## config.mk

```make
export PLATFORM = sky130hd
export DESIGN_NAME = sdis_init_seq
export DESIGN_NICKNAME = d
export VERILOG_FILES = /design/src/shared/sdis_pkg.sv /design/src/rtl/sdis_init_seq.sv
export VERILOG_INCLUDE_DIRS = /design/src /design/src/shared
export SDC_FILE = /design/constraint.sdc
export NUM_CORES = 1
export LEC_CHECK = 0
export ABC_CLOCK_PERIOD_IN_PS = 7000
export BUFFER_PORTS_ARGS = -buffer_cell sky130_fd_sc_hd__buf_2
export CORE_ASPECT_RATIO = 1.75
export CORE_MARGIN = 1
export CORE_UTILIZATION = 44
export CTS_CLUSTER_DIAMETER = 60
export CTS_CLUSTER_SIZE = 10
export DETAILED_ROUTE_END_ITERATION = 6
export PLACE_DENSITY = 0.66
export SLEW_MARGIN = 20
export SYNTH_ARGS = -nofsm -noshare
export SYNTH_HDL_FRONTEND = slang
export SYNTH_SLANG_ARGS = --single-unit
```

## constraint.sdc

```tcl
create_clock -name clk -period 7 [get_ports clk]
set_input_delay 0.35 -clock clk [delete_from_list [all_inputs] [get_ports clk]]
set_output_delay 0.35 -clock clk [all_outputs]
set_load 0.02 [all_outputs]
```

## src/shared/sdis_map.svh

```systemverilog
`ifndef SDIS_MAP_SVH
`define SDIS_MAP_SVH
// register byte offsets
`define SDIS_OFS_CTRL      8'h00
`define SDIS_OFS_DYNCTL    8'h04
`define SDIS_OFS_REFRESH   8'h08
`define SDIS_OFS_CONFIG    8'h0c
`define SDIS_OFS_RASCAS0   8'h10
`define SDIS_OFS_RASCAS1   8'h14
`define SDIS_OFS_TIMING    8'h18
`define SDIS_OFS_CLKDIV    8'h1c
`define SDIS_OFS_STATUS    8'h20
// dynamic_memory_control fields
`define SDIS_DC_CKE_BIT    0
`define SDIS_DC_CLK_BIT    1
`define SDIS_DC_INV_BIT    4
`define SDIS_DC_CMD_HI     8
`define SDIS_DC_CMD_LO     7
`define SDIS_CMD_NORMAL    2'h0
`define SDIS_CMD_MODE      2'h1
`define SDIS_CMD_PALL      2'h2
`define SDIS_CMD_NOP       2'h3
// controller control fields
`define SDIS_CT_EN_BIT     0
`define SDIS_CT_BUF_BIT    1
// reset values
`define SDIS_RST_DYNCTL    32'h0000_0183
`define SDIS_RST_RASCAS    32'h0000_0303
`define SDIS_RST_TIMING    32'h0101_ff07
`define SDIS_RST_CONFIG    32'h0000_0065
// timing
`define SDIS_CLK_MHZ       100
`define SDIS_NOP_TIME_US   200
`define SDIS_PALL_TIME_US  10
// address regions, from byte address bits 27:26
`define SDIS_REG_REGS      2'h0
`define SDIS_REG_CS0       2'h1
`define SDIS_REG_CS1       2'h2
`endif

```

## src/shared/sdis_pkg.sv

```systemverilog
package sdis_pkg;
  typedef struct packed {
    logic [1:0] cs_b;
    logic       ras_b;
    logic       cas_b;
    logic       we_b;
  } sdis_cmd_type;

  typedef struct packed {
    logic       row_bank_column_order;
    logic       bus32;
    logic [3:0] col_bits;
    logic [1:0] bank_bits;
  } sdis_cfg_type;

  typedef enum logic [1:0] {BUS_IDLE, BUS_ACK, BUS_MODE} sdis_bus_type;
endpackage : sdis_pkg

```

## src/rtl/sdis_init_seq.sv

```systemverilog
// Chosen here: the Avalon-MM register port and the register offsets.
`timescale 1ns/10ps
`include "sdis_map.svh"

// Contract
// RQ1 - nop command selected by 0x183 drives NOP continuously; 200 us measured
// RQ2 - command field bits 8:7, bit 0 forces cke, bit 1 forces clock
// RQ3 - inverted clock bit 4 is held clear for single rate operation
// RQ4 - precharge-all selected by 0x103, clocks and cke forced, 10 us measured
// RQ5 - fast refresh interval during precharge gives several auto-refreshes
// RQ6 - reloaded normal refresh interval keeps issuing auto-refresh commands
// RQ7 - mode-state write to region base plus shifted word drives word on address
// RQ8 - shift is column bits, plus bank bits for rbc, plus one or two
// RQ9 - host waits about 1 us after mode write before further access
// RQ10 - mode word burst length one for 32-bit bus, two for 16-bit
// RQ11 - mode word cas latency equals the chip select's cas delay field
// RQ12 - second chip select gets its own mode write cycle
// RQ13 - buffer enable only accepted once command field is normal
// RQ14 - latency and timing fields count memory bus clock periods
// RQ15 - self-refresh exit delay resets to its maximum value
// RQ16 - memory clock is system clock divided by field plus one
// RQ17 - ras and cas latency accept only two or three clocks
// RQ18 - nothing happens until controller enable bit is set
// RQ19 - refresh timer issues auto-refresh on each elapsed interval
module sdis_init_seq #(
  parameter int NOP_CYCLES = `SDIS_NOP_TIME_US * `SDIS_CLK_MHZ
) (
  input  wire logic                clk,
  input  wire logic                rst_b,
  input  wire logic [27:0]         avs_address,
  input  wire logic                avs_read,
  input  wire logic                avs_write,
  input  wire logic [31:0]         avs_writedata,
  output logic [31:0]              avs_readdata,
  output logic                     avs_waitrequest,
  output sdis_pkg::sdis_cmd_type   sd_cmd,
  output logic [14:0]              sd_addr,
  output logic                     sd_cke,
  output logic                     sd_clk_run,
  output logic                     sd_clk_tick
);
  localparam int PALL_CYCLES = `SDIS_PALL_TIME_US * `SDIS_CLK_MHZ;

  localparam sdis_pkg::sdis_cmd_type CMD_DESEL = '{2'h3, 1'b1, 1'b1, 1'b1};

  function automatic logic [4:0] mode_shift(input sdis_pkg::sdis_cfg_type c);
    logic [4:0] s;
    s = {1'b0, c.col_bits} + (c.row_bank_column_order ? {3'h0, c.bank_bits} : 5'h00); // RQ8
    mode_shift = s + (c.bus32 ? 5'h02 : 5'h01); // RQ8
  endfunction : mode_shift

  function automatic logic [1:0] lat_ok(input logic [1:0] nw, input logic [1:0] old);
    lat_ok = (nw == 2'h2 || nw == 2'h3) ? nw : old; // RQ17
  endfunction : lat_ok

  logic [31:0]             ctrl, next_ctrl;
  logic [31:0]             dynctl, next_dynctl;
  logic [15:0]             refresh, next_refresh;
  sdis_pkg::sdis_cfg_type  cfg, next_cfg;
  logic [9:0]              rascas0, next_rascas0;
  logic [9:0]              rascas1, next_rascas1;
  logic [31:0]             timing, next_timing;
  logic [7:0]              clkdiv, next_clkdiv;
  sdis_pkg::sdis_bus_type  bus, next_bus;
  logic [31:0]             rdata, next_rdata;
  logic [7:0]              div_cnt, next_div_cnt;
  logic                    tick, next_tick;
  logic [19:0]             ref_cnt, next_ref_cnt;
  logic                    ref_pend, next_ref_pend;
  logic [7:0]              busy, next_busy;
  logic                    pall_done, next_pall_done;
  logic [15:0]             phase, next_phase;
  logic [1:0]              last_cmd, next_last_cmd;
  logic [15:0]             ref_count, next_ref_count;
  logic                    mode_cs, next_mode_cs;
  logic [14:0]             mode_word, next_mode_word;
  sdis_pkg::sdis_cmd_type  cmd, next_cmd;
  logic [14:0]             addr, next_addr;
  logic                    cke, next_cke;
  logic                    clk_run, next_clk_run;
  logic                    wait_q, next_wait_q;

  logic [1:0]              cmd_sel;
  logic                    enabled;
  logic                    req;
  logic [1:0]              region;
  logic [7:0]              ofs;
  logic [27:0]             shifted;
  logic [9:0]              rc_sel;
  logic                    nop_elapsed;
  logic                    pall_elapsed;

  always_comb begin
    cmd_sel      = dynctl[`SDIS_DC_CMD_HI:`SDIS_DC_CMD_LO]; // RQ2
    enabled      = ctrl[`SDIS_CT_EN_BIT];
    req          = avs_read | avs_write;
    region       = avs_address[27:26];
    ofs          = avs_address[7:0];
    // mode word comes from the offset inside the chip select region only
    shifted      = {2'b00, avs_address[25:0]} >> mode_shift(cfg); // RQ7
    nop_elapsed  = (last_cmd == `SDIS_CMD_NOP) && (32'(phase) >= NOP_CYCLES); // RQ1
    pall_elapsed = (last_cmd == `SDIS_CMD_PALL) && (32'(phase) >= PALL_CYCLES); // RQ4
    rc_sel       = mode_cs ? rascas1 : rascas0;

    next_ctrl      = ctrl;
    next_dynctl    = dynctl;
    next_refresh   = refresh;
    next_cfg       = cfg;
    next_rascas0   = rascas0;
    next_rascas1   = rascas1;
    next_timing    = timing;
    next_clkdiv    = clkdiv;
    next_bus       = bus;
    next_rdata     = rdata;
    next_mode_cs   = mode_cs;
    next_mode_word = mode_word;
    next_ref_count = ref_count;

    // memory clock enable, divide by field plus one
    next_tick    = 1'b0;
    next_div_cnt = div_cnt + 8'h01;
    if (div_cnt >= clkdiv) begin
      next_div_cnt = 8'h00;
      next_tick    = enabled; // RQ16 RQ18
    end

    next_last_cmd = cmd_sel;
    next_phase    = (cmd_sel != last_cmd || !enabled) ? 16'h0000 :
                    ((phase == 16'hffff) ? phase : phase + 16'h0001);

    // refresh interval in units of sixteen memory clocks
    next_ref_cnt  = ref_cnt;
    next_ref_pend = ref_pend;
    if (tick && refresh != 16'h0000) begin
      if (ref_cnt == 20'h00000) begin
        next_ref_cnt  = {refresh, 4'h0}; // RQ5 RQ6
        next_ref_pend = 1'b1; // RQ19
      end else begin
        next_ref_cnt = ref_cnt - 20'h00001;
      end
    end

    next_busy      = busy;
    next_pall_done = pall_done && (cmd_sel == `SDIS_CMD_PALL);
    next_cmd       = cmd;
    next_addr      = addr;
    next_cke       = enabled & (dynctl[`SDIS_DC_CKE_BIT] | (cmd_sel == `SDIS_CMD_NORMAL)); // RQ2
    next_clk_run   = enabled & (dynctl[`SDIS_DC_CLK_BIT] | (cmd_sel == `SDIS_CMD_NORMAL)); // RQ2

    if (tick) begin
      next_cmd = CMD_DESEL;
      if (busy != 8'h00) begin
        next_busy = busy - 8'h01; // RQ14
      end
      case (cmd_sel)
        `SDIS_CMD_NOP: begin
          next_cmd = '{2'h0, 1'b1, 1'b1, 1'b1}; // RQ1
        end
        `SDIS_CMD_PALL: begin
          if (!pall_done) begin
            next_cmd       = '{2'h0, 1'b0, 1'b1, 1'b0}; // RQ4
            next_addr      = 15'h0400;
            next_pall_done = 1'b1;
            next_busy      = timing[7:0];
          end
        end
        `SDIS_CMD_MODE: begin
          if (bus == sdis_pkg::BUS_MODE && busy == 8'h00 && !ref_pend) begin
            next_cmd       = mode_cs ? sdis_pkg::sdis_cmd_type'{2'h1, 1'b0, 1'b0, 1'b0} :
                                       sdis_pkg::sdis_cmd_type'{2'h2, 1'b0, 1'b0, 1'b0}; // RQ12
            next_addr      = mode_word;
            next_addr[2:0] = cfg.bus32 ? 3'h0 : 3'h1; // RQ10
            next_addr[6:4] = {1'b0, rc_sel[9:8]}; // RQ11
            next_busy      = timing[31:24]; // RQ14
            next_bus       = sdis_pkg::BUS_ACK;
          end
        end
        default: begin
        end
      endcase
      if (cmd_sel != `SDIS_CMD_NOP && busy == 8'h00 && ref_pend &&
          !(cmd_sel == `SDIS_CMD_PALL && !pall_done)) begin
        next_cmd       = '{2'h0, 1'b0, 1'b0, 1'b1}; // RQ5 RQ6 RQ19
        // an interval ending on this very tick stays pending
        next_ref_pend  = (refresh != 16'h0000) && (ref_cnt == 20'h00000);
        next_busy      = timing[7:0]; // RQ14
        next_ref_count = ref_count + 16'h0001;
      end
    end

    case (bus)
      sdis_pkg::BUS_IDLE: begin
        if (req) begin
          next_bus   = sdis_pkg::BUS_ACK;
          next_rdata = 32'h0000_0000;
          if (region == `SDIS_REG_REGS) begin
            if (avs_write) begin
              if (ofs == `SDIS_OFS_CTRL) begin
                next_ctrl[`SDIS_CT_EN_BIT] = avs_writedata[`SDIS_CT_EN_BIT]; // RQ18
                if (cmd_sel == `SDIS_CMD_NORMAL) begin
                  next_ctrl[`SDIS_CT_BUF_BIT] = avs_writedata[`SDIS_CT_BUF_BIT]; // RQ13
                end
              end else if (ofs == `SDIS_OFS_DYNCTL) begin
                next_dynctl = avs_writedata & 32'h0000_0183;
                next_dynctl[`SDIS_DC_INV_BIT] = 1'b0; // RQ3
                if (avs_writedata[8:7] != `SDIS_CMD_NORMAL) begin
                  next_ctrl[`SDIS_CT_BUF_BIT] = 1'b0; // RQ13
                end
              end else if (ofs == `SDIS_OFS_REFRESH) begin
                next_refresh = avs_writedata[15:0];
                next_ref_cnt = {avs_writedata[15:0], 4'h0}; // RQ6
              end else if (ofs == `SDIS_OFS_CONFIG) begin
                next_cfg = avs_writedata[7:0];
              end else if (ofs == `SDIS_OFS_RASCAS0) begin
                next_rascas0 = {lat_ok(avs_writedata[9:8], rascas0[9:8]), 6'h00,
                                lat_ok(avs_writedata[1:0], rascas0[1:0])}; // RQ17
              end else if (ofs == `SDIS_OFS_RASCAS1) begin
                next_rascas1 = {lat_ok(avs_writedata[9:8], rascas1[9:8]), 6'h00,
                                lat_ok(avs_writedata[1:0], rascas1[1:0])}; // RQ17
              end else if (ofs == `SDIS_OFS_TIMING) begin
                next_timing = avs_writedata; // RQ14
              end else if (ofs == `SDIS_OFS_CLKDIV) begin
                next_clkdiv = avs_writedata[7:0]; // RQ16
              end
            end else begin
              if (ofs == `SDIS_OFS_CTRL) begin
                next_rdata = ctrl;
              end else if (ofs == `SDIS_OFS_DYNCTL) begin
                next_rdata = dynctl;
              end else if (ofs == `SDIS_OFS_REFRESH) begin
                next_rdata = {16'h0000, refresh};
              end else if (ofs == `SDIS_OFS_CONFIG) begin
                next_rdata = {24'h000000, cfg};
              end else if (ofs == `SDIS_OFS_RASCAS0) begin
                next_rdata = {22'h0, rascas0};
              end else if (ofs == `SDIS_OFS_RASCAS1) begin
                next_rdata = {22'h0, rascas1};
              end else if (ofs == `SDIS_OFS_TIMING) begin
                next_rdata = timing;
              end else if (ofs == `SDIS_OFS_CLKDIV) begin
                next_rdata = {24'h000000, clkdiv};
              end else if (ofs == `SDIS_OFS_STATUS) begin
                next_rdata = {ref_count, 9'h000, pall_done, ref_pend, busy == 8'h00,
                              pall_elapsed, nop_elapsed, cmd_sel};
              end
            end
          end else if (avs_write && enabled && cmd_sel == `SDIS_CMD_MODE &&
                       region != 2'h3) begin
            next_bus       = sdis_pkg::BUS_MODE; // RQ7
            next_mode_cs   = (region == `SDIS_REG_CS1); // RQ12
            next_mode_word = shifted[14:0]; // RQ7
          end
        end
      end
      sdis_pkg::BUS_ACK: begin
        next_bus = sdis_pkg::BUS_IDLE;
      end
      sdis_pkg::BUS_MODE: begin
        if (cmd_sel != `SDIS_CMD_MODE || !enabled) begin
          next_bus = sdis_pkg::BUS_ACK;
        end
      end
      default: begin
        next_bus = sdis_pkg::BUS_IDLE;
      end
    endcase
    next_wait_q = (next_bus != sdis_pkg::BUS_ACK);
  end

  always_ff @(posedge clk or negedge rst_b) begin
    if (!rst_b) begin
      ctrl      <= 32'h0000_0000;
      dynctl    <= `SDIS_RST_DYNCTL;
      refresh   <= 16'h0000;
      cfg       <= 8'(`SDIS_RST_CONFIG);
      rascas0   <= 10'(`SDIS_RST_RASCAS);
      rascas1   <= 10'(`SDIS_RST_RASCAS);
      timing    <= `SDIS_RST_TIMING; // RQ15
      clkdiv    <= 8'h00;
      bus       <= sdis_pkg::BUS_IDLE;
      rdata     <= 32'h0000_0000;
      div_cnt   <= 8'h00;
      tick      <= 1'b0;
      ref_cnt   <= 20'h00000;
      ref_pend  <= 1'b0;
      busy      <= 8'h00;
      pall_done <= 1'b0;
      phase     <= 16'h0000;
      last_cmd  <= `SDIS_CMD_NOP;
      ref_count <= 16'h0000;
      mode_cs   <= 1'b0;
      mode_word <= 15'h0000;
      cmd       <= CMD_DESEL;
      addr      <= 15'h0000;
      cke       <= 1'b0;
      clk_run   <= 1'b0;
      wait_q    <= 1'b1;
    end else begin
      ctrl      <= next_ctrl;
      dynctl    <= next_dynctl;
      refresh   <= next_refresh;
      cfg       <= next_cfg;
      rascas0   <= next_rascas0;
      rascas1   <= next_rascas1;
      timing    <= next_timing;
      clkdiv    <= next_clkdiv;
      bus       <= next_bus;
      rdata     <= next_rdata;
      div_cnt   <= next_div_cnt;
      tick      <= next_tick;
      ref_cnt   <= next_ref_cnt;
      ref_pend  <= next_ref_pend;
      busy      <= next_busy;
      pall_done <= next_pall_done;
      phase     <= next_phase;
      last_cmd  <= next_last_cmd;
      ref_count <= next_ref_count;
      mode_cs   <= next_mode_cs;
      mode_word <= next_mode_word;
      cmd       <= next_cmd;
      addr      <= next_addr;
      cke       <= next_cke;
      clk_run   <= next_clk_run;
      wait_q    <= next_wait_q;
    end
  end

  assign avs_readdata    = rdata;
  assign avs_waitrequest = wait_q;
  assign sd_cmd          = cmd;
  assign sd_addr         = addr;
  assign sd_cke          = cke;
  assign sd_clk_run      = clk_run;
  assign sd_clk_tick     = tick;
endmodule : sdis_init_seq

```

==> impl_metrics.env <==
export IMPL_p_leak_nw=5.949
export IMPL_slew_violations=0
export IMPL_wl_per_cell_um=20.49
export IMPL_synthFlopType="dfrtp_1"
export IMPL_cts_setup_buffers=0
export IMPL_numClockSinks=215
export IMPL_syn_inst=1131
export IMPL_reg2regPathDepth=6
export IMPL_routed_wl_um=32200
export IMPL_ys_seq_elements=215
export IMPL_drive_gt1_frac=0.2388
export IMPL_synth_common_cells="dfrtp_1 (178), nand2_1 (129), nor2_1 (74), mux2_2 (59), o21ai_0 (54)"
export IMPL_cp_num_buf_inv=0
export IMPL_fin_nets=1323
export IMPL_worstMarginPinSlew_ns=1.048
export IMPL_core_area_mm2=0.02606
export IMPL_die_area_mm2=0.02727
export IMPL_fin_crit_sh=0.4897
export IMPL_grt_overflow_total=0
export IMPL_dieHeight_um=217.7
export IMPL_ios=120
export IMPL_crit_path_start="cfg[7]"
export IMPL_diodes=0
export IMPL_syn_area_mm2=0.01170
export IMPL_initial_core_util=0.4489
export IMPL_finalHoldViolations=0
export IMPL_drtAntennaViolNets=0
export IMPL_io_buffers=116
export IMPL_clock_fmax_mhz=291.7
export IMPL_routed_via_density=6.043
export IMPL_crit_required_ns=7.41
export IMPL_period_needed_ns=3.428
export IMPL_min_path_type="input port to flip-flop"
export IMPL_clk_path_buf_depth=3
export IMPL_cts_resized=0
export IMPL_vdd_drop_max_v=0.0001483
export IMPL_yosys_cell_count_top_type="dfrtp_1"
export IMPL_gp_congestion=0.9390
export IMPL_syn_area_per_cell_um2=10.34
export IMPL_r2r_end="mode_word[7]"
export IMPL_numCtsBuffers=25
export IMPL_yosysSeqAreaShare=0.4639
export IMPL_slowest_delay_ns=0.89
export IMPL_hold_depth=2
export IMPL_grt_pass1_vias=9633
export IMPL_ctsHoldBuffers=1
export IMPL_grt_max_degree=89
export IMPL_synth_edf_count=0
export IMPL_hold_end="timing[30]"
export IMPL_setup_tns_final_ns=0
export IMPL_min_from="avs_writedata[30]"
export IMPL_dp_final_hpwl_um=23750
export IMPL_cts_root_buf="clkbuf_16"
export IMPL_die_w_um=125.3
export IMPL_drv_cap=0
export IMPL_fillerInstances=2370
export IMPL_violations="design-rule violations"
export IMPL_drt_initial_drc_count=627
export IMPL_rsz0062_at_grt="false"
export IMPL_grt_pass1_wl_um=52030
export IMPL_finClkSkew_ns=0.009956
export IMPL_drc=8
export IMPL_dr_pass1_iters=7
export IMPL_synth_area_top_cells="dfrtp_1 (38%), dfstp_2 (8.3%), mux2_2 (5.7%)"
export IMPL_ys_warn_count=0
export IMPL_multi_input_area_mm2=0.005901
export IMPL_place_ws_ns=3.508
export IMPL_reg2reg_slack_ns=3.57
export IMPL_crit_fanout=24
export IMPL_antenna_found_initial=0
export IMPL_arrival_ns=3.84
export IMPL_vias=9499
export IMPL_synth_top_cell_area_share=0.3808
export IMPL_regArea_mm2=0.005426
export IMPL_status="finished, violations left"
export IMPL_tritoncts="built"
export IMPL_rows=78
export IMPL_synth_top_area_cell="dfrtp_1"
export IMPL_path_cells="and2_1 -> fa_1 -> ha_1 -> mux4_2 -> mux4_2 -> a221o_1"
export IMPL_slew_headroom=0.3007
export IMPL_track_usage=0.2413
export IMPL_htreeDepth=1
export IMPL_worst_setup_path_start_kind="flip-flop"
export IMPL_critical_path_class="flip-flop to flip-flop"
export IMPL_final_setup_worst_slack_ns=3.572
export IMPL_area_delta_synth_final_pct=13.76
export IMPL_rr_startpoint="cfg[7]"
export IMPL_end_kind="flip-flop"
export IMPL_clk_pin_slew_worst_paths_ns=0.06
export IMPL_insertion_delay_ns=0.52
export IMPL_critPathTopFamily="adder cells"
export IMPL_ys_types=92
export IMPL_critPathSlowestCell="ha_1"
export IMPL_async_flop_share=1.000
export IMPL_power_density_mw_per_mm2=195.7
export IMPL_crit_top_cell="mux4_2"
export IMPL_setup_viol=0
[per-stage QoR]
step           std cells  total power [mW]  utilization  hold WS (ns)  area, um2
2_1_floorplan       1133             1.349            -       0.05441      11710
3_3_place_gp        1526             1.427       0.4817        0.3982      12550
3_5_place_dp        1526             1.429       0.4817        0.4082      12550
4_1_cts             1572             2.631       0.5100       0.03508      13290
5_1_grt             1572             2.691       0.5107       0.05425      13310
6_report            1572             2.604       0.5107       0.04495      13310
[cell families after synthesis]
| group | after synthesis | share of synthesized area |
|---|---|---|
| XOR/XNOR | 43 | 0.03220 |
| AND/OR/NAND/NOR | 376 | 0.1658 |
| other | 1 | 0.0003206 |
| adder cells (fa/ha/maj) | 25 | 0.02867 |
| multiplexers | 95 | 0.1040 |
| buffers and inverters | 96 | 0.03466 |
| AO/OA/AOI/OAI | 280 | 0.1705 |
| flip-flops | 215 | 0.4639 |
[metal layers]
layer	vias up	track usage	part of all wire
met4	0	0.1077	0.042
li1	4386	-	-
met2	322	0.4655	0.55
met5	-	0	0
met3	87	0.02625	0.048
met1	4704	0.2625	0.36
[worst register-to-register path, delay by kind of cell (launching register included)]
family                   cells  cell delay [ns]
AND/OR/NAND/NOR              1             0.16
multiplexers                 2             1.11
AO/OA/AOI/OAI                1             0.32
adder cells (fa/ha/maj)      2             1.33
flip-flops                   1             0.40
[cell usage in the layout (no fill, tap or decap), drive strengths merged, types with 21 or more instances in the layout]
cell type,n
dfrtp,178
nand2,130
buf,130
nor2,76
mux2,62
o21ai,60
a21oi,53
a22o,48
clkbuf,44
inv,39
dfstp,37
nand3,35
xnor2,27
nor3,26
ha,22
a22oi,21
[cell type report]
cell class / count / area share
Clock inverter: 1 / 0.002257
Multi-Input combinational cell: 822 / 0.4434
Inverter: 39 / 0.01100
Sequential cell: 215 / 0.4078
Clock buffer: 44 / 0.05237
Tap cell: 320 / 0.03009
Timing Repair Buffer: 131 / 0.05303
[registers in the layout (all words and copies together) (netlist names), 2 cells and up]
| register | flops |
|---|---|
| avs_readdata | 32 |
| timing | 32 |
| ref_cnt | 20 |
| phase | 16 |
| ref_count | 16 |
| refresh | 16 |
| sd_addr | 12 |
| mode_word | 9 |
| busy | 8 |
| cfg | 8 |
| clkdiv | 8 |
| div_cnt | 8 |
| sd_cmd | 5 |
| dynctl | 4 |
| rascas0 | 4 |
| rascas1 | 4 |
| bus | 2 |
| ctrl | 2 |
| last_cmd | 2 |
[where the power goes]
group	internal (mW)	leakage, nW	switching [mW]	total [mW]
combinational	0.0489	2.89	0.0971	0.146
clock	0.703	0.345	0.492	1.20
sequential	1.25	2.72	0.00831	1.26
total	2.01	5.95	0.598	2.60
[how the worst max path moves through the flow]
stage                               to  depth (start not counted)
after global routing      mode_word[7]                          6
after global placement    mode_word[7]                          6
final                     mode_word[7]                          6
after floorplan           mode_word[8]                         10
after CTS                 mode_word[7]                          6
after detailed placement  mode_word[7]                          6
Power figures use the tool's default switching activity.
